===== src/rtl/fcd_consts.svh =====
// Contract
// - Write deleted: opcode low bits 01001, nine bytes
// - Execution moves sector data, marked as deleted
// - Seven result bytes: three status, C H R N
// - Recalibrate steps to track 0, interrupt, no result
// - Sense interrupt: single opcode, status zero first
// - Second sense byte is present cylinder
// - Seek steps head to requested cylinder
// - Invalid opcode: standby, single status byte 80H
`ifndef FCD_CONSTS_SVH
`define FCD_CONSTS_SVH
`define FCD_REG_DATA     3'h0
`define FCD_REG_STATUS   3'h1
`define FCD_REG_IRQSTAT  3'h2
`define FCD_REG_IRQMASK  3'h3
`define FCD_REG_SECDATA  3'h4
`define FCD_REG_LAST     3'h4
`define FCD_OPC_WDEL     5'h09
`define FCD_OPC_RECAL    8'h07
`define FCD_OPC_SENSE    8'h08
`define FCD_OPC_SEEK     8'h0F
`define FCD_LEN_WDEL     4'h9
`define FCD_LEN_RECAL    4'h2
`define FCD_LEN_SENSE    4'h1
`define FCD_LEN_SEEK     4'h3
`define FCD_LEN_RES_WDEL 3'h7
`define FCD_LEN_RES_SNS  3'h2
`define FCD_LEN_RES_ONE  3'h1
`define FCD_B_OPC        0
`define FCD_B_DSEL       1
`define FCD_B_CYL        2
`define FCD_B_HEAD       3
`define FCD_B_SEC        4
`define FCD_B_SIZE       5
`define FCD_B_EOT        6
`define FCD_B_DTL        8
`define FCD_B_NCN        2
`define FCD_R_ST0        0
`define FCD_R_ST1        1
`define FCD_R_ST2        2
`define FCD_R_CYL        3
`define FCD_R_HEAD       4
`define FCD_R_SEC        5
`define FCD_R_SIZE       6
`define FCD_ST0_INVALID  8'h80
`define FCD_ST0_SEEKEND  8'h20
`define FCD_SEC_BASE     15'h0080
`define FCD_IRQ_SEEK     0
`define FCD_IRQ_RESULT   1
`define FCD_IRQ_INVALID  2
`define FCD_RESP_OKAY    2'h0
`define FCD_RESP_SLVERR  2'h2
`define FCD_CLK_NS       25
`define FCD_STEP_NS      3000
`define FCD_STEP_CYC     ((`FCD_STEP_NS + `FCD_CLK_NS - 1) / `FCD_CLK_NS)
`endif


===== src/rtl/fcd_pkg.sv =====
package fcd_pkg;
  typedef enum logic [1:0] {
    FCD_S_CMD  = 2'b00,
    FCD_S_WDEL = 2'b01,
    FCD_S_STEP = 2'b10,
    FCD_S_RES  = 2'b11
  } fcd_state_type;
  typedef enum logic [2:0] {
    FCD_OP_WDEL    = 3'b000,
    FCD_OP_RECAL   = 3'b001,
    FCD_OP_SENSE   = 3'b010,
    FCD_OP_SEEK    = 3'b011,
    FCD_OP_INVALID = 3'b100
  } fcd_op_type;
  typedef struct packed {
    logic       head_side_select;
    logic [1:0] drivePick;
  } fcd_drvsel_type;
endpackage : fcd_pkg


===== src/rtl/fcd_step_unit.sv =====
`timescale 1ns/1ps
`include "fcd_consts.svh"
module fcd_step_unit (
  input  wire logic       clk,
  input  wire logic       rst,
  input  wire logic       ce,
  input  wire logic       start,
  input  wire logic       recal,
  input  wire logic [7:0] curCyl,
  input  wire logic [7:0] target,
  input  wire logic       track0,
  output logic            stepPulse,
  output logic            stepDir,
  output logic            done,
  output logic [7:0]      endCyl
);
  import fcd_pkg::*;
  logic        active_r, active_nxt;
  logic        recal_r, recal_nxt;
  logic [7:0]  cyl_r, cyl_nxt;
  logic [7:0]  tgt_r, tgt_nxt;
  logic [11:0] cnt_r, cnt_nxt;
  logic        pulse_r, pulse_nxt;
  logic        dir_r, dir_nxt;
  logic        done_r, done_nxt;

  always_comb
  begin
    active_nxt = active_r;
    recal_nxt  = recal_r;
    cyl_nxt    = cyl_r;
    tgt_nxt    = tgt_r;
    cnt_nxt    = cnt_r;
    pulse_nxt  = 1'b0;
    dir_nxt    = dir_r;
    done_nxt   = 1'b0;
    if (start)
    begin
      active_nxt = 1'b1;
      recal_nxt  = recal;
      cyl_nxt    = curCyl;
      tgt_nxt    = target;
      cnt_nxt    = 12'h000;
    end
    else if (active_r)
    begin
      if (cnt_r != 12'(`FCD_STEP_CYC - 1))
        cnt_nxt = cnt_r + 12'h001;
      else
      begin
        cnt_nxt = 12'h000;
        // Recal trusts track0 only, so an unknown start position is harmless
        if (recal_r)
        begin
          if (track0)
          begin
            active_nxt = 1'b0;
            done_nxt   = 1'b1;
            cyl_nxt    = 8'h00;
          end
          else
          begin
            pulse_nxt = 1'b1;
            dir_nxt   = 1'b0;
          end
        end
        else if (cyl_r == tgt_r)
        begin
          active_nxt = 1'b0;
          done_nxt   = 1'b1;
        end
        else
        begin
          pulse_nxt = 1'b1;
          dir_nxt   = (tgt_r > cyl_r);
          cyl_nxt   = (tgt_r > cyl_r) ? cyl_r + 8'h01 : cyl_r - 8'h01;
        end
      end
    end
  end

  always_ff @(posedge clk or posedge rst)
  begin
    if (rst)
    begin
      active_r <= 1'b0;
      recal_r  <= 1'b0;
      cyl_r    <= 8'h00;
      tgt_r    <= 8'h00;
      cnt_r    <= 12'h000;
      pulse_r  <= 1'b0;
      dir_r    <= 1'b0;
      done_r   <= 1'b0;
    end
    else if (ce)
    begin
      active_r <= active_nxt;
      recal_r  <= recal_nxt;
      cyl_r    <= cyl_nxt;
      tgt_r    <= tgt_nxt;
      cnt_r    <= cnt_nxt;
      pulse_r  <= pulse_nxt;
      dir_r    <= dir_nxt;
      done_r   <= done_nxt;
    end
  end

  assign stepPulse = pulse_r;
  assign stepDir   = dir_r;
  assign done      = done_r;
  assign endCyl    = cyl_r;
endmodule : fcd_step_unit


===== src/rtl/fcd_top.sv =====
// Added by the designer: register access over AXI4-Lite and the register offsets.
`timescale 1ns/1ps
`include "fcd_consts.svh"
module fcd_top (
  input  wire logic                  clk,
  input  wire logic                  rst,
  input  wire logic                  ce,
  input  wire logic [7:0]            s_axi_awaddr,
  input  wire logic                  s_axi_awvalid,
  output logic                       s_axi_awready,
  input  wire logic [31:0]           s_axi_wdata,
  input  wire logic [3:0]            s_axi_wstrb,
  input  wire logic                  s_axi_wvalid,
  output logic                       s_axi_wready,
  output logic [1:0]                 s_axi_bresp,
  output logic                       s_axi_bvalid,
  input  wire logic                  s_axi_bready,
  input  wire logic [7:0]            s_axi_araddr,
  input  wire logic                  s_axi_arvalid,
  output logic                       s_axi_arready,
  output logic [31:0]                s_axi_rdata,
  output logic [1:0]                 s_axi_rresp,
  output logic                       s_axi_rvalid,
  input  wire logic                  s_axi_rready,
  output logic                       irq,
  output fcd_pkg::fcd_drvsel_type    drvSel,
  output logic                       stepPulse,
  output logic                       stepDir,
  input  wire logic                  track0,
  output logic [7:0]                 diskByte,
  output logic                       diskByteValid,
  output logic                       deletedMark
);
  import fcd_pkg::*;

  function automatic fcd_op_type opKind(input logic [7:0] op);
    if (op[4:0] == `FCD_OPC_WDEL && op[5] == 1'b0)
      opKind = FCD_OP_WDEL;
    else if (op == `FCD_OPC_RECAL)
      opKind = FCD_OP_RECAL;
    else if (op == `FCD_OPC_SENSE)
      opKind = FCD_OP_SENSE;
    else if (op == `FCD_OPC_SEEK)
      opKind = FCD_OP_SEEK;
    else
      opKind = FCD_OP_INVALID;
  endfunction : opKind

  function automatic logic [3:0] cmdLen(input logic [7:0] op);
    case (opKind(op))
      FCD_OP_WDEL:  cmdLen = `FCD_LEN_WDEL;
      FCD_OP_RECAL: cmdLen = `FCD_LEN_RECAL;
      FCD_OP_SEEK:  cmdLen = `FCD_LEN_SEEK;
      default:      cmdLen = `FCD_LEN_SENSE;
    endcase
  endfunction : cmdLen

  // Bus slave
  logic        bvalid_r, bvalid_nxt, rvalid_r, rvalid_nxt;
  logic [1:0]  bresp_r, bresp_nxt, rresp_r, rresp_nxt;
  logic [31:0] rdata_r, rdata_nxt;
  logic        wrFire, rdFire, dataWr, dataRd, secWr;
  logic [2:0]  wIdx, rIdx;
  logic [7:0]  wByte;

  assign wrFire = s_axi_awvalid && s_axi_wvalid && !bvalid_r;
  assign rdFire = s_axi_arvalid && !rvalid_r;
  assign wIdx   = s_axi_awaddr[4:2];
  assign rIdx   = s_axi_araddr[4:2];
  assign wByte  = s_axi_wdata[7:0];
  assign s_axi_awready = wrFire;
  assign s_axi_wready  = wrFire;
  assign s_axi_arready = rdFire;

  // Core state
  fcd_state_type  state_r, state_nxt;
  logic [7:0]     cmdBuf_r [0:8];
  logic [7:0]     cmdBuf_nxt [0:8];
  logic [7:0]     resBuf_r [0:6];
  logic [7:0]     resBuf_nxt [0:6];
  logic [3:0]     cmdCnt_r, cmdCnt_nxt;
  logic [2:0]     resLen_r, resLen_nxt, resIdx_r, resIdx_nxt;
  logic [14:0]    byteCnt_r, byteCnt_nxt, secLen;
  logic [7:0]     sector_r, sector_nxt;
  fcd_drvsel_type drvSel_r, drvSel_nxt;
  logic           intPend_r, intPend_nxt;
  logic [7:0]     intSt0_r, intSt0_nxt;
  logic [1:0]     intDrv_r, intDrv_nxt;
  logic [7:0]     diskByte_r, diskByte_nxt;
  logic           diskValid_r, diskValid_nxt;
  logic [2:0]     irqStat_r, irqStat_nxt, irqMask_r, irqMask_nxt, ev;
  logic           stepStart, stepRecal, stepDone;
  logic [7:0]     stepTarget, endCyl;
  logic [7:0]     pcn_r [0:3];

  assign dataWr = wrFire && s_axi_wstrb[0] && wIdx == `FCD_REG_DATA && state_r == FCD_S_CMD;
  assign secWr  = wrFire && s_axi_wstrb[0] && wIdx == `FCD_REG_SECDATA
                  && state_r == FCD_S_WDEL;
  assign dataRd = rdFire && rIdx == `FCD_REG_DATA && state_r == FCD_S_RES;
  // Size code above 7 would overflow the counter, so only its low three bits are used
  assign secLen = (cmdBuf_r[`FCD_B_SIZE] == 8'h00) ? {7'h00, cmdBuf_r[`FCD_B_DTL]}
                  : `FCD_SEC_BASE << cmdBuf_r[`FCD_B_SIZE][2:0];

  always_comb
  begin
    state_nxt     = state_r;
    cmdBuf_nxt    = cmdBuf_r;
    resBuf_nxt    = resBuf_r;
    cmdCnt_nxt    = cmdCnt_r;
    resLen_nxt    = resLen_r;
    resIdx_nxt    = resIdx_r;
    byteCnt_nxt   = byteCnt_r;
    sector_nxt    = sector_r;
    drvSel_nxt    = drvSel_r;
    intPend_nxt   = intPend_r;
    intSt0_nxt    = intSt0_r;
    intDrv_nxt    = intDrv_r;
    diskByte_nxt  = diskByte_r;
    diskValid_nxt = 1'b0;
    stepStart     = 1'b0;
    stepRecal     = 1'b0;
    stepTarget    = cmdBuf_r[`FCD_B_NCN];
    ev            = 3'b000;
    case (state_r)
      FCD_S_CMD:
      begin
        if (dataWr)
        begin
          cmdBuf_nxt[cmdCnt_r] = wByte;
          cmdCnt_nxt = cmdCnt_r + 4'h1;
          if (cmdLen(cmdBuf_nxt[`FCD_B_OPC]) == cmdCnt_nxt)
          begin
            cmdCnt_nxt = 4'h0;
            drvSel_nxt = cmdBuf_nxt[`FCD_B_DSEL][2:0];
            resIdx_nxt = 3'h0;
            case (opKind(cmdBuf_nxt[`FCD_B_OPC]))
              FCD_OP_WDEL:
              begin
                state_nxt   = FCD_S_WDEL;
                sector_nxt  = cmdBuf_nxt[`FCD_B_SEC];
                byteCnt_nxt = 15'h0000;
              end
              FCD_OP_RECAL, FCD_OP_SEEK:
              begin
                state_nxt  = FCD_S_STEP;
                stepStart  = 1'b1;
                stepRecal  = (opKind(cmdBuf_nxt[`FCD_B_OPC]) == FCD_OP_RECAL);
                stepTarget = cmdBuf_nxt[`FCD_B_NCN];
                // Recal field has no side bit
                if (stepRecal)
                  drvSel_nxt.head_side_select = 1'b0;
              end
              FCD_OP_SENSE:
              begin
                state_nxt = FCD_S_RES;
                ev[`FCD_IRQ_RESULT] = 1'b1;
                if (intPend_r)
                begin
                  resBuf_nxt[`FCD_R_ST0] = intSt0_r;
                  resBuf_nxt[`FCD_R_ST1] = pcn_r[intDrv_r];
                  resLen_nxt  = `FCD_LEN_RES_SNS;
                  intPend_nxt = 1'b0;
                end
                else
                begin
                  // Nothing to report is answered like an invalid command
                  resBuf_nxt[`FCD_R_ST0] = `FCD_ST0_INVALID;
                  resLen_nxt = `FCD_LEN_RES_ONE;
                end
              end
              default:
              begin
                state_nxt = FCD_S_RES;
                resBuf_nxt[`FCD_R_ST0] = `FCD_ST0_INVALID;
                resLen_nxt = `FCD_LEN_RES_ONE;
                ev[`FCD_IRQ_INVALID] = 1'b1;
                ev[`FCD_IRQ_RESULT]  = 1'b1;
              end
            endcase
          end
        end
      end
      FCD_S_WDEL:
      begin
        if (secWr)
        begin
          diskByte_nxt  = wByte;
          diskValid_nxt = 1'b1;
          byteCnt_nxt   = byteCnt_r + 15'h0001;
          if (byteCnt_nxt == secLen)
          begin
            byteCnt_nxt = 15'h0000;
            if (sector_r == cmdBuf_r[`FCD_B_EOT])
            begin
              state_nxt  = FCD_S_RES;
              resLen_nxt = `FCD_LEN_RES_WDEL;
              resBuf_nxt[`FCD_R_ST0]  = {5'h00, drvSel_r};
              resBuf_nxt[`FCD_R_ST1]  = 8'h00;
              resBuf_nxt[`FCD_R_ST2]  = 8'h00;
              resBuf_nxt[`FCD_R_CYL]  = cmdBuf_r[`FCD_B_CYL];
              resBuf_nxt[`FCD_R_HEAD] = cmdBuf_r[`FCD_B_HEAD];
              resBuf_nxt[`FCD_R_SEC]  = sector_r;
              resBuf_nxt[`FCD_R_SIZE] = cmdBuf_r[`FCD_B_SIZE];
              ev[`FCD_IRQ_RESULT] = 1'b1;
            end
            else
              sector_nxt = sector_r + 8'h01;
          end
        end
      end
      FCD_S_STEP:
      begin
        if (stepDone)
        begin
          state_nxt   = FCD_S_CMD;
          intPend_nxt = 1'b1;
          intSt0_nxt  = `FCD_ST0_SEEKEND | {5'h00, drvSel_r};
          intDrv_nxt  = drvSel_r.drivePick;
          ev[`FCD_IRQ_SEEK] = 1'b1;
        end
      end
      FCD_S_RES:
      begin
        if (dataRd)
        begin
          resIdx_nxt = resIdx_r + 3'h1;
          if (resIdx_nxt == resLen_r)
            state_nxt = FCD_S_CMD;
        end
      end
      default: state_nxt = FCD_S_CMD;
    endcase
  end

  fcd_step_unit u_step (
    .clk       (clk),
    .rst       (rst),
    .ce        (ce),
    .start     (stepStart),
    .recal     (stepRecal),
    .curCyl    (pcn_r[drvSel_nxt.drivePick]),
    .target    (stepTarget),
    .track0    (track0),
    .stepPulse (stepPulse),
    .stepDir   (stepDir),
    .done      (stepDone),
    .endCyl    (endCyl)
  );

  genvar g;
  generate
    for (g = 0; g < 4; g++)
    begin : gPcn
      always_ff @(posedge clk or posedge rst)
      begin
        if (rst)
          pcn_r[g] <= 8'h00;
        else if (ce && stepDone && drvSel_r.drivePick == 2'(g))
          pcn_r[g] <= endCyl;
      end
    end
  endgenerate

  // Set beats clear so an event in the clearing cycle survives
  always_comb
  begin
    irqStat_nxt = irqStat_r;
    irqMask_nxt = irqMask_r;
    bvalid_nxt  = bvalid_r && !s_axi_bready;
    bresp_nxt   = bresp_r;
    rvalid_nxt  = rvalid_r && !s_axi_rready;
    rresp_nxt   = rresp_r;
    rdata_nxt   = rdata_r;
    if (wrFire)
    begin
      bvalid_nxt = 1'b1;
      bresp_nxt  = (wIdx > `FCD_REG_LAST) ? `FCD_RESP_SLVERR : `FCD_RESP_OKAY;
      if (wIdx == `FCD_REG_IRQSTAT && s_axi_wstrb[0])
        irqStat_nxt = irqStat_r & ~s_axi_wdata[2:0];
      if (wIdx == `FCD_REG_IRQMASK && s_axi_wstrb[0])
        irqMask_nxt = s_axi_wdata[2:0];
    end
    irqStat_nxt = irqStat_nxt | ev;
    if (rdFire)
    begin
      rvalid_nxt = 1'b1;
      rresp_nxt  = `FCD_RESP_OKAY;
      case (rIdx)
        `FCD_REG_DATA:
          rdata_nxt = (state_r == FCD_S_RES) ? {24'h00_0000, resBuf_r[resIdx_r]} : 32'h0000_0000;
        `FCD_REG_STATUS:
          rdata_nxt = {16'h0000, pcn_r[drvSel_r.drivePick], 3'h0, intPend_r,
                       state_r == FCD_S_RES, state_r == FCD_S_STEP,
                       state_r == FCD_S_WDEL, state_r == FCD_S_CMD};
        `FCD_REG_IRQSTAT: rdata_nxt = {29'h0000_0000, irqStat_r};
        `FCD_REG_IRQMASK: rdata_nxt = {29'h0000_0000, irqMask_r};
        default:
        begin
          rdata_nxt = 32'h0000_0000;
          rresp_nxt = (rIdx == `FCD_REG_SECDATA) ? `FCD_RESP_OKAY : `FCD_RESP_SLVERR;
        end
      endcase
    end
  end

  always_ff @(posedge clk or posedge rst)
  begin
    if (rst)
    begin
      state_r     <= FCD_S_CMD;
      cmdBuf_r    <= '{default: 8'h00};
      resBuf_r    <= '{default: 8'h00};
      cmdCnt_r    <= 4'h0;
      resLen_r    <= 3'h0;
      resIdx_r    <= 3'h0;
      byteCnt_r   <= 15'h0000;
      sector_r    <= 8'h00;
      drvSel_r    <= '0;
      intPend_r   <= 1'b0;
      intSt0_r    <= 8'h00;
      intDrv_r    <= 2'h0;
      diskByte_r  <= 8'h00;
      diskValid_r <= 1'b0;
      irqStat_r   <= 3'h0;
      irqMask_r   <= 3'h0;
      bvalid_r    <= 1'b0;
      bresp_r     <= 2'h0;
      rvalid_r    <= 1'b0;
      rresp_r     <= 2'h0;
      rdata_r     <= 32'h0000_0000;
    end
    else if (ce)
    begin
      state_r     <= state_nxt;
      cmdBuf_r    <= cmdBuf_nxt;
      resBuf_r    <= resBuf_nxt;
      cmdCnt_r    <= cmdCnt_nxt;
      resLen_r    <= resLen_nxt;
      resIdx_r    <= resIdx_nxt;
      byteCnt_r   <= byteCnt_nxt;
      sector_r    <= sector_nxt;
      drvSel_r    <= drvSel_nxt;
      intPend_r   <= intPend_nxt;
      intSt0_r    <= intSt0_nxt;
      intDrv_r    <= intDrv_nxt;
      diskByte_r  <= diskByte_nxt;
      diskValid_r <= diskValid_nxt;
      irqStat_r   <= irqStat_nxt;
      irqMask_r   <= irqMask_nxt;
      bvalid_r    <= bvalid_nxt;
      bresp_r     <= bresp_nxt;
      rvalid_r    <= rvalid_nxt;
      rresp_r     <= rresp_nxt;
      rdata_r     <= rdata_nxt;
    end
  end

  assign s_axi_bvalid  = bvalid_r;
  assign s_axi_bresp   = bresp_r;
  assign s_axi_rvalid  = rvalid_r;
  assign s_axi_rresp   = rresp_r;
  assign s_axi_rdata   = rdata_r;
  assign irq           = |(irqStat_r & irqMask_r);
  assign drvSel        = drvSel_r;
  assign diskByte      = diskByte_r;
  assign diskByteValid = diskValid_r;
  // Held through the last byte's pulse, which lands after the state has moved on
  assign deletedMark   = (state_r == FCD_S_WDEL) || diskValid_r;
endmodule : fcd_top


===== config.mk =====
export PLATFORM = sky130hd
export DESIGN_NAME = fcd_top
export DESIGN_NICKNAME = d
export VERILOG_FILES = /design/src/rtl/fcd_pkg.sv /design/src/rtl/fcd_step_unit.sv /design/src/rtl/fcd_top.sv
export VERILOG_INCLUDE_DIRS = /design/src /design/src/rtl
export SDC_FILE = /design/constraint.sdc
export NUM_CORES = 1
export LEC_CHECK = 0
export ABC_AREA = 1
export BUFFER_PORTS_ARGS = -buffer_cell sky130_fd_sc_hd__buf_2
export CAP_MARGIN = 10
export CORE_MARGIN = 2
export CORE_UTILIZATION = 40
export CTS_CLUSTER_SIZE = 24
export DETAILED_ROUTE_END_ITERATION = 10
export GPL_TIMING_DRIVEN = 0
export PLACE_DENSITY_LB_ADDON = 0.08
export SYNTH_ARGS = -nofsm -noshare
export SYNTH_HDL_FRONTEND = slang
export SYNTH_SLANG_ARGS = --single-unit

===== constraint.sdc =====
create_clock -name clk -period 7.5 [get_ports clk]
set_clock_uncertainty 0.1 [all_clocks]
set_input_delay 0.375 -clock clk [delete_from_list [all_inputs] [get_ports clk]]
set_output_delay 0.375 -clock clk [all_outputs]
set_load 0.005 [all_outputs]

==> flow_summary_export.csv, run 1 <==
group,metric,value,unit
synthesis,ys_seq_area_share,46.0,%
synthesis,yosys.cell_count.top_type,"nand2_1",
synthesis,netlist_area,13400,um^2
sta,finalSetupViolCount,0,
synthesis,syn_inst,1713,
route,drt-total-wl,40.3,mm
placement,hpwl,29.4,mm
worst_setup_path,worst-path-stages,19,
cells_and_area,stdcell_area,15600,um^2
pwr,switching_share,27.5,%
worst_setup_path,timing.critical_path.buf_inv,2,
route,drcViolationCount,0,
synthesis,yosys_warnings,0,
clock_tree,cts_sinks,247,
pwr,p_switching,0.000949,W
pwr,ir_worst_vdd,210,uV
synthesis,syn_avg_cell_area,7.84,um^2
job,cap_viol_max_count,0,
pwr,leakagePower,7.73,nW
clock_tree,clkLatencyLatePin,0.57,ns
route,antenna_left,0,
worst_setup_path,crit_path_frequent_cell,"a21oi_1",
worst_setup_path,crit_path_end_kind,"register",
synthesis,synth-main-ff-cell,"dfrtp_1",
sta,timing.fmax,285,MHz
clock_tree,cts_max_level,1,
synthesis,netlist.top_cell.by_area,"dfrtp_1",
pwr,design_power_total,0.00346,W
sta,finalCritPeriodShare,46.8,%
route,wl_per_cell,17.5,um
clock_tree,cts_tree,"done",
global_routing,grt_max_degree,105,
worst_setup_path,path_class,"register to register",
global_routing,grt_pass1_wl,64.0,mm
synthesis,yosysUniqueCellTypes,57,
synthesis,synth_common_cells,"nand2_1 (496), dfrtp_1 (247), o21ai_0 (214)",
sta,maxSlewHeadroom,36.7,%
pwr,intPower,0.00251,W
clock_tree,clk_pin_slew_worst_paths,0.06,ns
die,start_util,40.4,%
pwr,power_density,222,nW/um^2
min_path,min-delay-path-class,"input pin to register",
outcome,status,"finished, final reports clean",
sta,hold_violations,0,
worst_setup_path,cpLargestDelayFamily,"compound AO/OA/AOI/OAI gates",
synthesis,synth_top_cell_area_share,46.0,%
global_routing,grt_pass1_vias,11400,
route,drt_pass1_iterations,6,
die,core,33300,um^2
synthesis,synthTopCellsByArea,"dfrtp_1 (46%), nand2_1 (14%), o21ai_0 (8.0%)",
pwr,p_seq_share,40.9,%
die,rows,67,
route,viasPerCell,5.09,
worst_setup_path,crit_slowest_cell,"ha_1",
cells_and_area,final_nets,1915,
clock_tree,cts_buffers,30,
worst_setup_path,crit_arrival,3.87,ns
worst_setup_path,required,7.86,ns
die,fp.dieW,187,um
die,die_h,187,um
global_routing,antenna_found_initial,0,
worst_setup_path,cp_max_fo,9,
synthesis,async_flop_share,100,%
cells_and_area,area_growth,15.8,%
worst_setup_path,worstRegToRegCells,19,
clock_tree,cts_resized,0,
die,die-area,35100,um^2
worst_setup_path,cp-start-kind,"register",
cells_and_area,antenna-diode-count,0,
route,drt_iter0_markers,892,
sta,drv_slew,0,
sta,rsz0062_at_grt,"no",
sta,hold_slack,0.0773,ns
global_routing,overflow,0,
sta,worstMarginPinSlew,0.950,ns
sta,finalCriticalPeriod,3.51,ns
placement,place_congestion,0.885,
pwr,clkPwrFrac,46.1,%
route,vias,11700,
clock_tree,clock-root-buffer,"clkbuf_16",
cells_and_area,layout-drive-gt1-share,11.2,%
synthesis,synth_edf_count,0,
placement,portBuffers,62,
cells_and_area,fin_util,46.7,%
worst_setup_path,cpPeakStageDelay,0.43,ns
min_path,min_path_cells,3,
synthesis,synth-seq-cells,247,
clock_tree,clock_path_buffers,3,
worst_setup_path,worstPathCellList,"inv_1 -> ha_1 -> a21oi_1 -> o21ai_0 -> nand4_1 -> o211ai_1 -> nand2_1 -> ha_1 -> a21oi_1 -> nand2_1 -> a21oi_1 -> o21bai_1 -> nand2_1 -> nand2_1 -> a21oi_1 -> xor2_1 -> o21ai_0 -> inv_1 -> a21oi_1",
pwr,power_frac_comb,13.0,%
die,io_pins,118,
placement,postPlaceCellArea,14400,um^2
global_routing,grt.total_usage,23.1,%
## worst reg2reg max path, stage by stage (launching register included)
cell      delay, ns
dfrtp_1        0.41
inv_1          0.18
ha_1           0.35
a21oi_1        0.07
o21ai_0        0.15
nand4_1        0.09
o211ai_1       0.09
nand2_1        0.28
ha_1           0.44
a21oi_1        0.14
nand2_1        0.09
a21oi_1        0.14
o21bai_1       0.11
nand2_1        0.07
nand2_1        0.05
a21oi_1        0.22
xor2_1         0.17
o21ai_0        0.09
inv_1          0.10
a21oi_1        0.06
## cells by family (layout without fill, tap and decap cells)
logic type | after synthesis | count (layout) | synth area share [%]
fa+ha+maj | 24 | 24 | 2.29
compound gates | 356 | 356 | 15.1
other cells | 1 | 18 | 0.0279
xor+xnor | 47 | 47 | 3.17
mux | 1 | 1 | 0.0745
flops | 247 | 247 | 46.0
simple gates | 765 | 765 | 24.7
buf+inv | 272 | 394 | 8.62
## sequential cells by signal, summed over array words and instances (netlist names), 2 cells and up
register	flops
state_r	2
s_axi_rdata	16
u_step.endCyl	8
pcn_r	32
irqStat_r	3
cmdCnt_r	4
diskByte	8
resLen_r	3
sector_r	8
drvSel	3
u_step.cnt_r	12
intSt0_r	3
byteCnt_r	15
cmdBuf_r	59
resIdx_r	3
irqMask_r	3
resBuf_r	45
u_step.tgt_r	8
## through the flow
step,worst slack (ns),instances,setup TNS (ns)
3_5_place_dp,3.90,2242,0
4_1_cts,3.92,2300,0
5_1_grt,3.57,2300,0
6_report,3.99,2300,0
2_1_floorplan,0.238,1730,0
3_3_place_gp,-3.18,2240,-779.20
## power by group through the flow
stage | Combinational (W) | Sequential [W] | Clock, W
after floorplan | 0.000306 | 0.00143 | 0
after global placement | 0.000439 | 0.00144 | 0
after detailed placement | 0.000446 | 0.00144 | 0
final | 0.000448 | 0.00142 | 0.00159
after CTS | 0.000449 | 0.00141 | 0.00163
after global routing | 0.000504 | 0.00142 | 0.00168
## cell type report
type                            instances  area, um^2
Fill cell                            3410       17700
Sequential cell                       247        6180
Multi-Input combinational cell       1211        6160
Clock buffer                           43         901
Inverter                              197         749
Tap cell                              448         561
Buffer                                 75         415
Timing Repair Buffer                   68         405
Clock inverter                         11         184
## layout by cell type (no fill, tap or decap), types with 8 or more instances in the layout
| master | synthesis | layout |
|---|---|---|
| o211ai_1 | 12 | 12 |
| a21oi_1 | 50 | 50 |
| nor3_1 | 25 | 25 |
| o22ai_1 | 18 | 18 |
| xor2_1 | 34 | 34 |
| o21ai_1 | 11 | 11 |
| inv_2 | 8 | 8 |
| nand2_2 | 10 | 10 |
| clkbuf_1 | 40 | 44 |
| clkbuf_16 | 0 | 31 |
| o21ai_0 | 214 | 214 |
| o31ai_1 | 8 | 8 |
| ha_1 | 23 | 23 |
| dfrtp_1 | 247 | 247 |
| o21a_1 | 8 | 8 |
| nand4_1 | 20 | 20 |
| nor2_1 | 90 | 90 |
| clkbuf_8 | 0 | 8 |
| xnor2_1 | 12 | 12 |
| nand3_1 | 87 | 87 |
| inv_1 | 186 | 185 |
| buf_4 | 22 | 22 |
| conb_1 | 1 | 18 |
| nand2_1 | 496 | 496 |
| buf_2 | 5 | 67 |
## metal layers
metal / global-route usage [%] / routed length (um) / up-vias
li1: - / - / 5800
met1: 32.1 / 18800 / 5594
met2: 37.6 / 18600 / 258
met3: 2.91 / 1660 / 62
met4: 7.75 / 1220 / 0
met5: 0 / 0 / -
## worst paths after layout
path,from,endpoint,slack (ns)
min in group asynchronous,rst,u_step.cnt_r[4],0.23
max in group asynchronous,rst,byteCnt_r[11],5.76
hold / removal,track0,u_step.done,0.08
hold reg to reg,intSt0_r[5],intSt0_r[5],0.35
setup / recovery,u_step.endCyl[1],u_step.endCyl[7],3.99
setup reg to reg,u_step.endCyl[1],u_step.endCyl[7],3.99
## what timing repair did
item | in CTS | in global routing
hold buffers | 4 | 0
endpoints found under the hold margin | 45 | 0
setup buffers | 0 | 0
No activity file was read; power rests on OpenSTA's default activity.
==> inputs of run 2 (changes only) <==
- clock period: 7.5 -> 3.43 ns (I/O delays scaled with it)
==> flow_summary_export.csv, run 2 (same netlist as run 1, synthesis figures left out) <==
group,metric,value,unit
outcome,status,"finished, final reports clean",
worst_setup_path,regToRegStartpoint,"cmdCnt_r[0]",
global_routing,grtUsageMet3,2.70,%
global_routing,met1_usage,32.3,%
min_path,min_path_cells,5,
cells_and_area,antenna-diode-count,0,
global_routing,grt_pass1_wl,64.2,mm
global_routing,antenna_found_initial,0,
pwr,power_density,475,nW/um^2
min_path,min-delay-path-class,"input pin to register",
sta,finalCritPeriodShare,92.5,%
worst_setup_path,crit_arrival,3.51,ns
clock_tree,clkLatencyLatePin,0.55,ns
route,drt-total-wl,40.1,mm
cells_and_area,largest_reg_flops,59,
worst_setup_path,crit_path_end_kind,"register",
worst_setup_path,cpPeakStageDelay,0.42,ns
clock_tree,clk_pin_slew_worst_paths,0.06,ns
global_routing,grt.total_usage,23.1,%
sta,timing.fmax,315,MHz
sta,finalSetupViolCount,0,
global_routing,use_met2,38.2,%
cells_and_area,area_growth,18.7,%
cells_and_area,final_nets,1944,
pwr,leakagePower,7.90,nW
pwr,clkPwrFrac,45.5,%
cells_and_area,layout_common_cells,"nand2_1 (492), dfrtp_1 (245), o21ai_0 (212)",
placement,dp_cells,2247,
die,die_h,187,um
die,io_pins,118,
clock_tree,cts_tree,"done",
sta,hold_violations,0,
worst_setup_path,reg2reg_to,"resBuf_r[47]",
global_routing,overflow,0,
cells_and_area,num-fill-cells,3349,
placement,hpwl,29.7,mm
worst_setup_path,crit_slowest_cell,"dfrtp_1",
pwr,power_frac_comb,13.7,%
worst_setup_path,timing.critical_path.buf_inv,7,
route,wl_per_cell,17.2,um
die,core,33300,um^2
clock_tree,clock-root-buffer,"clkbuf_16",
worst_setup_path,worstPathCellList,"inv_2 -> ha_1 -> clkbuf_4 -> nand2_2 -> nand2_1 -> nand2_1 -> nand2_1 -> nor2_2 -> nand2_2 -> inv_1 -> nand2_1 -> nand2_2 -> nor2_8 -> nand2_4 -> inv_4 -> nor2_4 -> inv_2 -> nand2_1 -> inv_2 -> nand3_4 -> buf_6 -> nand2_1 -> o21ai_1",
sta,timing.final.ws_setup,0.258,ns
pwr,p_switching,0.00205,W
route,drt_iter0_markers,879,
die,die-area,35100,um^2
worst_setup_path,cpLargestDelayFamily,"simple AND/OR/NAND/NOR gates",
min_path,hp-start,"s_axi_wdata[2]",
placement,place_congestion,0.906,
pwr,switching_share,27.1,%
route,drcViolationCount,0,
global_routing,grt_pass1_vias,11400,
global_routing,top_usage_layer,"met2",
worst_setup_path,r2r_setup_slack,0.26,ns
pwr,ir_worst_vdd,462,uV
cells_and_area,final_common_cell,"nand2_1",
clock_tree,cts_max_level,1,
job,cap_viol_max_count,0,
worst_setup_path,required,3.76,ns
sta,worstMarginPinSlew,1.06,ns
global_routing,grt_max_degree,41,
worst_setup_path,crit_path_frequent_cell,"nand2_1",
worst_setup_path,cp-start-kind,"register",
worst_setup_path,cp_max_fo,10,
die,start_util,40.4,%
min_path,hold-path-endpoint,"cmdBuf_r[66]",
sta,maxSlewHeadroom,29.2,%
sta,drv_slew,0,
route,drt_pass1_iterations,5,
sta,finalCriticalPeriod,3.17,ns
pwr,p_seq_share,40.8,%
die,rows,67,
worst_setup_path,worstRegToRegCells,23,
clock_tree,clock_path_buffers,3,
route,vias,11700,
pwr,intPower,0.00552,W
die,fp.dieW,187,um
route,antenna_left,0,
worst_setup_path,path_class,"register to register",
cells_and_area,regMostFlops,"cmdBuf_r",
cells_and_area,layout-drive-gt1-share,13.2,%
placement,portBuffers,62,
placement,post-place-ws,-0.0777,ns
clock_tree,cts_sinks,247,
sta,fin_tns_setup,0,ns
clock_tree,cts_buffers,29,
route,viasPerCell,5.03,
cells_and_area,reg_top3,"cmdBuf_r x59, resBuf_r x45, pcn_r x32",
cells_and_area,layout.cells.non_filler,2328,
-- run 2: through the flow --
stage          total power [W]  util, %  hold slack, ns  cell area (um^2)
5_1_grt                0.00790     47.9          0.0607             15900
6_report               0.00757     47.9          0.0426             15900
3_3_place_gp           0.00411     43.2           0.325             14400
2_1_floorplan          0.00380        -           0.169             13500
3_5_place_dp           0.00413     43.6         -0.0144             14500
4_1_cts                0.00760     47.3          0.0157             15700
-- run 2: worst reg2reg max path, stage by stage (launching register included) --
cell	delay, ns
dfrtp_1	0.42
inv_2	0.12
ha_1	0.15
clkbuf_4	0.18
nand2_2	0.12
nand2_1	0.08
nand2_1	0.12
nand2_1	0.12
nor2_2	0.04
nand2_2	0.13
inv_1	0.10
nand2_1	0.08
nand2_2	0.09
nor2_8	0.17
nand2_4	0.11
inv_4	0.12
nor2_4	0.05
inv_2	0.08
nand2_1	0.10
inv_2	0.13
nand3_4	0.14
buf_6	0.20
nand2_1	0.06
o21ai_1	0.05
-- run 2: area by class of cell --
class	instances	area, um^2	area share (%)
timing repair buffer	98	708	4.44
sequential	247	6180	38.8
inverter	197	748	4.69
buffer	75	420	2.64
clock buffer	41	861	5.40
clock inverter	11	209	1.31
tap	448	561	3.51
multi-input combinational	1211	6260	39.2
-- run 2: worst max-delay path by stage --
stage	startpoint	to	slack [ns]	cells past startpoint
floorplan	rst	byteCnt_r[0]	-0.09	1
global placement	rst	s_axi_rdata[5]	-1.93	2
detailed placement	u_step.endCyl[3]	u_step.endCyl[7]	-0.08	19
CTS	byteCnt_r[0]	resBuf_r[0]	0.03	14
global route	cmdBuf_r[25]	resBuf_r[5]	-0.01	17
finish	cmdCnt_r[0]	resBuf_r[47]	0.26	23
-- run 2: power groups by stage --
stage                     Sequential (W)  Clock (W)  Combinational [W]
final                            0.00309    0.00344            0.00104
after detailed placement         0.00314          0           0.000983
after global routing             0.00311    0.00363            0.00116
after CTS                        0.00309    0.00351            0.00100
after floorplan                  0.00313          0           0.000670
after global placement           0.00315          0           0.000959
-- run 2: what timing repair did --
item	in CTS	in global routing
setup endpoints to repair	1	98
hold buffers	16	0
buffers inserted	0	13
pin swaps	0	5
endpoints found under the hold margin	192	0
resized for setup	1	33
-- run 2: per-layer routing --
layer	vias to the layer above	wire length [um]
li1	5858	-
met1	5525	18700
met2	256	18700
met3	60	1630
met4	0	1100
met5	-	0
==> inputs of run 3 (changes only) <==
- CORE_UTILIZATION: 40 -> 35
==> flow_summary_export.csv, run 3 (same netlist as run 1, synthesis figures left out) <==
group,metric,value,unit
outcome,status,"finished, final reports clean",
sta,fin_tns_setup,0,ns
min_path,min-delay-path-class,"input pin to register",
sta,timing.final.ws_setup,0.247,ns
cells_and_area,antenna-diode-count,0,
cells_and_area,area_growth,19.2,%
cells_and_area,regMostFlops,"cmdBuf_r",
global_routing,grt_pass1_vias,11600,
placement,dp_cells,2310,
sta,worstMarginPinSlew,0.963,ns
worst_setup_path,cpLargestDelayFamily,"simple AND/OR/NAND/NOR gates",
sta,finalCritPeriodShare,92.8,%
worst_setup_path,regToRegStartpoint,"cmdCnt_r[0]",
route,wl_per_cell,17.6,um
worst_setup_path,startpoint,"cmdCnt_r[0]",
job,cap_viol_max_count,0,
pwr,leakagePower,7.92,nW
worst_setup_path,crit_slowest_cell,"dfrtp_2",
die,io_pins,118,
sta,finalSetupViolCount,0,
cells_and_area,final_nets,1953,
global_routing,grt.total_usage,21.7,%
route,drt-total-wl,42.4,mm
sta,timing.fmax,314,MHz
global_routing,overflow,0,
die,start_util,35.6,%
clock_tree,cts_sinks,247,
worst_setup_path,cpPeakStageDelay,0.41,ns
clock_tree,clkLatencyLatePin,0.58,ns
placement,place_congestion,0.901,
placement,portBuffers,62,
worst_setup_path,crit_path_frequent_cell,"nand2_1",
global_routing,antenna_found_initial,0,
cells_and_area,reg_top3,"cmdBuf_r x59, resBuf_r x45, pcn_r x32",
die,die-area,40000,um^2
sta,rsz0062_at_grt,"yes",
die,die_h,200,um
clock_tree,cts_buffers,30,
global_routing,grt_pass1_wl,66.6,mm
clock_tree,clock-root-buffer,"clkbuf_16",
cells_and_area,largest_reg_flops,59,
worst_setup_path,timing.critical_path.buf_inv,4,
worst_setup_path,cp-start-kind,"register",
route,drt_pass1_iterations,5,
worst_setup_path,cp_max_fo,10,
cells_and_area,num-fill-cells,3942,
worst_setup_path,crit_arrival,3.53,ns
worst_setup_path,path_class,"register to register",
sta,maxSlewHeadroom,35.8,%
sta,hold_violations,0,
die,rows,71,
worst_setup_path,worstPathCellList,"inv_2 -> ha_1 -> clkbuf_4 -> nand2_2 -> nand2_1 -> nand2_1 -> nand2_1 -> nor2_2 -> nand2_1 -> nand3_1 -> nand2_2 -> nor2_8 -> nand2_4 -> inv_4 -> nand3_2 -> clkbuf_1 -> o21ai_0 -> nand2_1",
placement,hpwl,31.3,mm
route,drcViolationCount,0,
placement,post-place-ws,-0.0570,ns
route,vias,11900,
worst_setup_path,crit_path_end_kind,"register",
die,fp.dieW,200,um
global_routing,grt_max_degree,39,
sta,hold_slack,0.0283,ns
min_path,hp-start,"s_axi_awaddr[2]",
cells_and_area,layout-drive-gt1-share,13.3,%
sta,drv_slew,0,
cells_and_area,layout_common_cells,"nand2_1 (494), dfrtp_1 (245), o21ai_0 (214)",
clock_tree,clk_pin_slew_worst_paths,0.06,ns
route,antenna_left,0,
clock_tree,clock_path_buffers,3,
clock_tree,cts_tree,"done",
die,core,37800,um^2
route,drt_iter0_markers,689,
sta,finalCriticalPeriod,3.18,ns
cells_and_area,layout.cells.non_filler,2402,
clock_tree,cts_max_level,1,
route,viasPerCell,4.95,
worst_setup_path,required,3.78,ns
cells_and_area,final_common_cell,"nand2_1",
pwr,power_density,462,nW/um^2
pwr,ir_worst_vdd,406,uV
==> run 3: cell types whose count changed in the layout (fill, tap and decap cells not counted), moves of 3 or more <==
cell and change:
clkinv_2 +7, clkbuf_8 -4, buf_4 +5, bufinv_16 -3
==> run 3: worst min-delay path, cell delays in order <==
cell     delay [ns]
buf_2          0.09
inv_1          0.04
nand4_1        0.19
o31ai_1        0.11
nand2_1        0.06
==> run 3: path summary, 6_finish.rpt <==
path	endpoint	slack, ns	cells after the start
max	u_step.tgt_r[1]	0.25	18
min	irqStat_r[0]	0.03	5
max reg2reg	u_step.tgt_r[1]	0.25	18
min reg2reg	intSt0_r[5]	0.35	2
max in group asynchronous	resBuf_r[7]	1.92	6
min in group asynchronous	u_step.cnt_r[4]	0.17	3
==> run 3: where the power goes <==
part	total (W)	leakage (nW)	internal [W]	switching (W)
Clock	0.00326	0.507	0.00193	0.00132
Sequential	0.00309	3.22	0.00301	0.0000791
Combinational	0.00105	4.19	0.000322	0.000727
==> run 3: metrics by stage <==
stage	total power [W]	utilization, %	cell area, um^2
final	0.00740	42.4	16000
after global routing	0.00773	42.4	16000
after CTS	0.00745	41.8	15800
after global placement	0.00412	38.3	14400
after floorplan	0.00380	-	13500
after detailed placement	0.00414	38.6	14600
==> run 3: layout make-up <==
cell class                 instances  area (um^2)  area share (%)
buffer                            75          424            2.65
clock buffer                      39          835            5.21
clock inverter                    16          170            1.06
inverter                         197          748            4.67
multi-input combinational       1212         6250            39.0
sequential                       247         6180            38.6
tap                              511          639            3.99
timing repair buffer             105          761            4.75
==> run 3: routing by layer <==
layer / GRT usage [%] / routed length, um / vias up
met2: 36.2 / 20200 / 226
met4: 5.10 / 912 / 0
met5: 0 / 0 / -
met1: 30.1 / 19600 / 5717
li1: - / - / 5893
met3: 2.77 / 1680 / 56
==> run 3: timing repair <==
item,in CTS,in global routing
pin swaps,0,6
hold endpoints to repair,42,0
cloned,0,2
buffers inserted,0,18
hold buffers,17,0
endpoints found under the setup margin,3,103
gates resized for setup,2,28
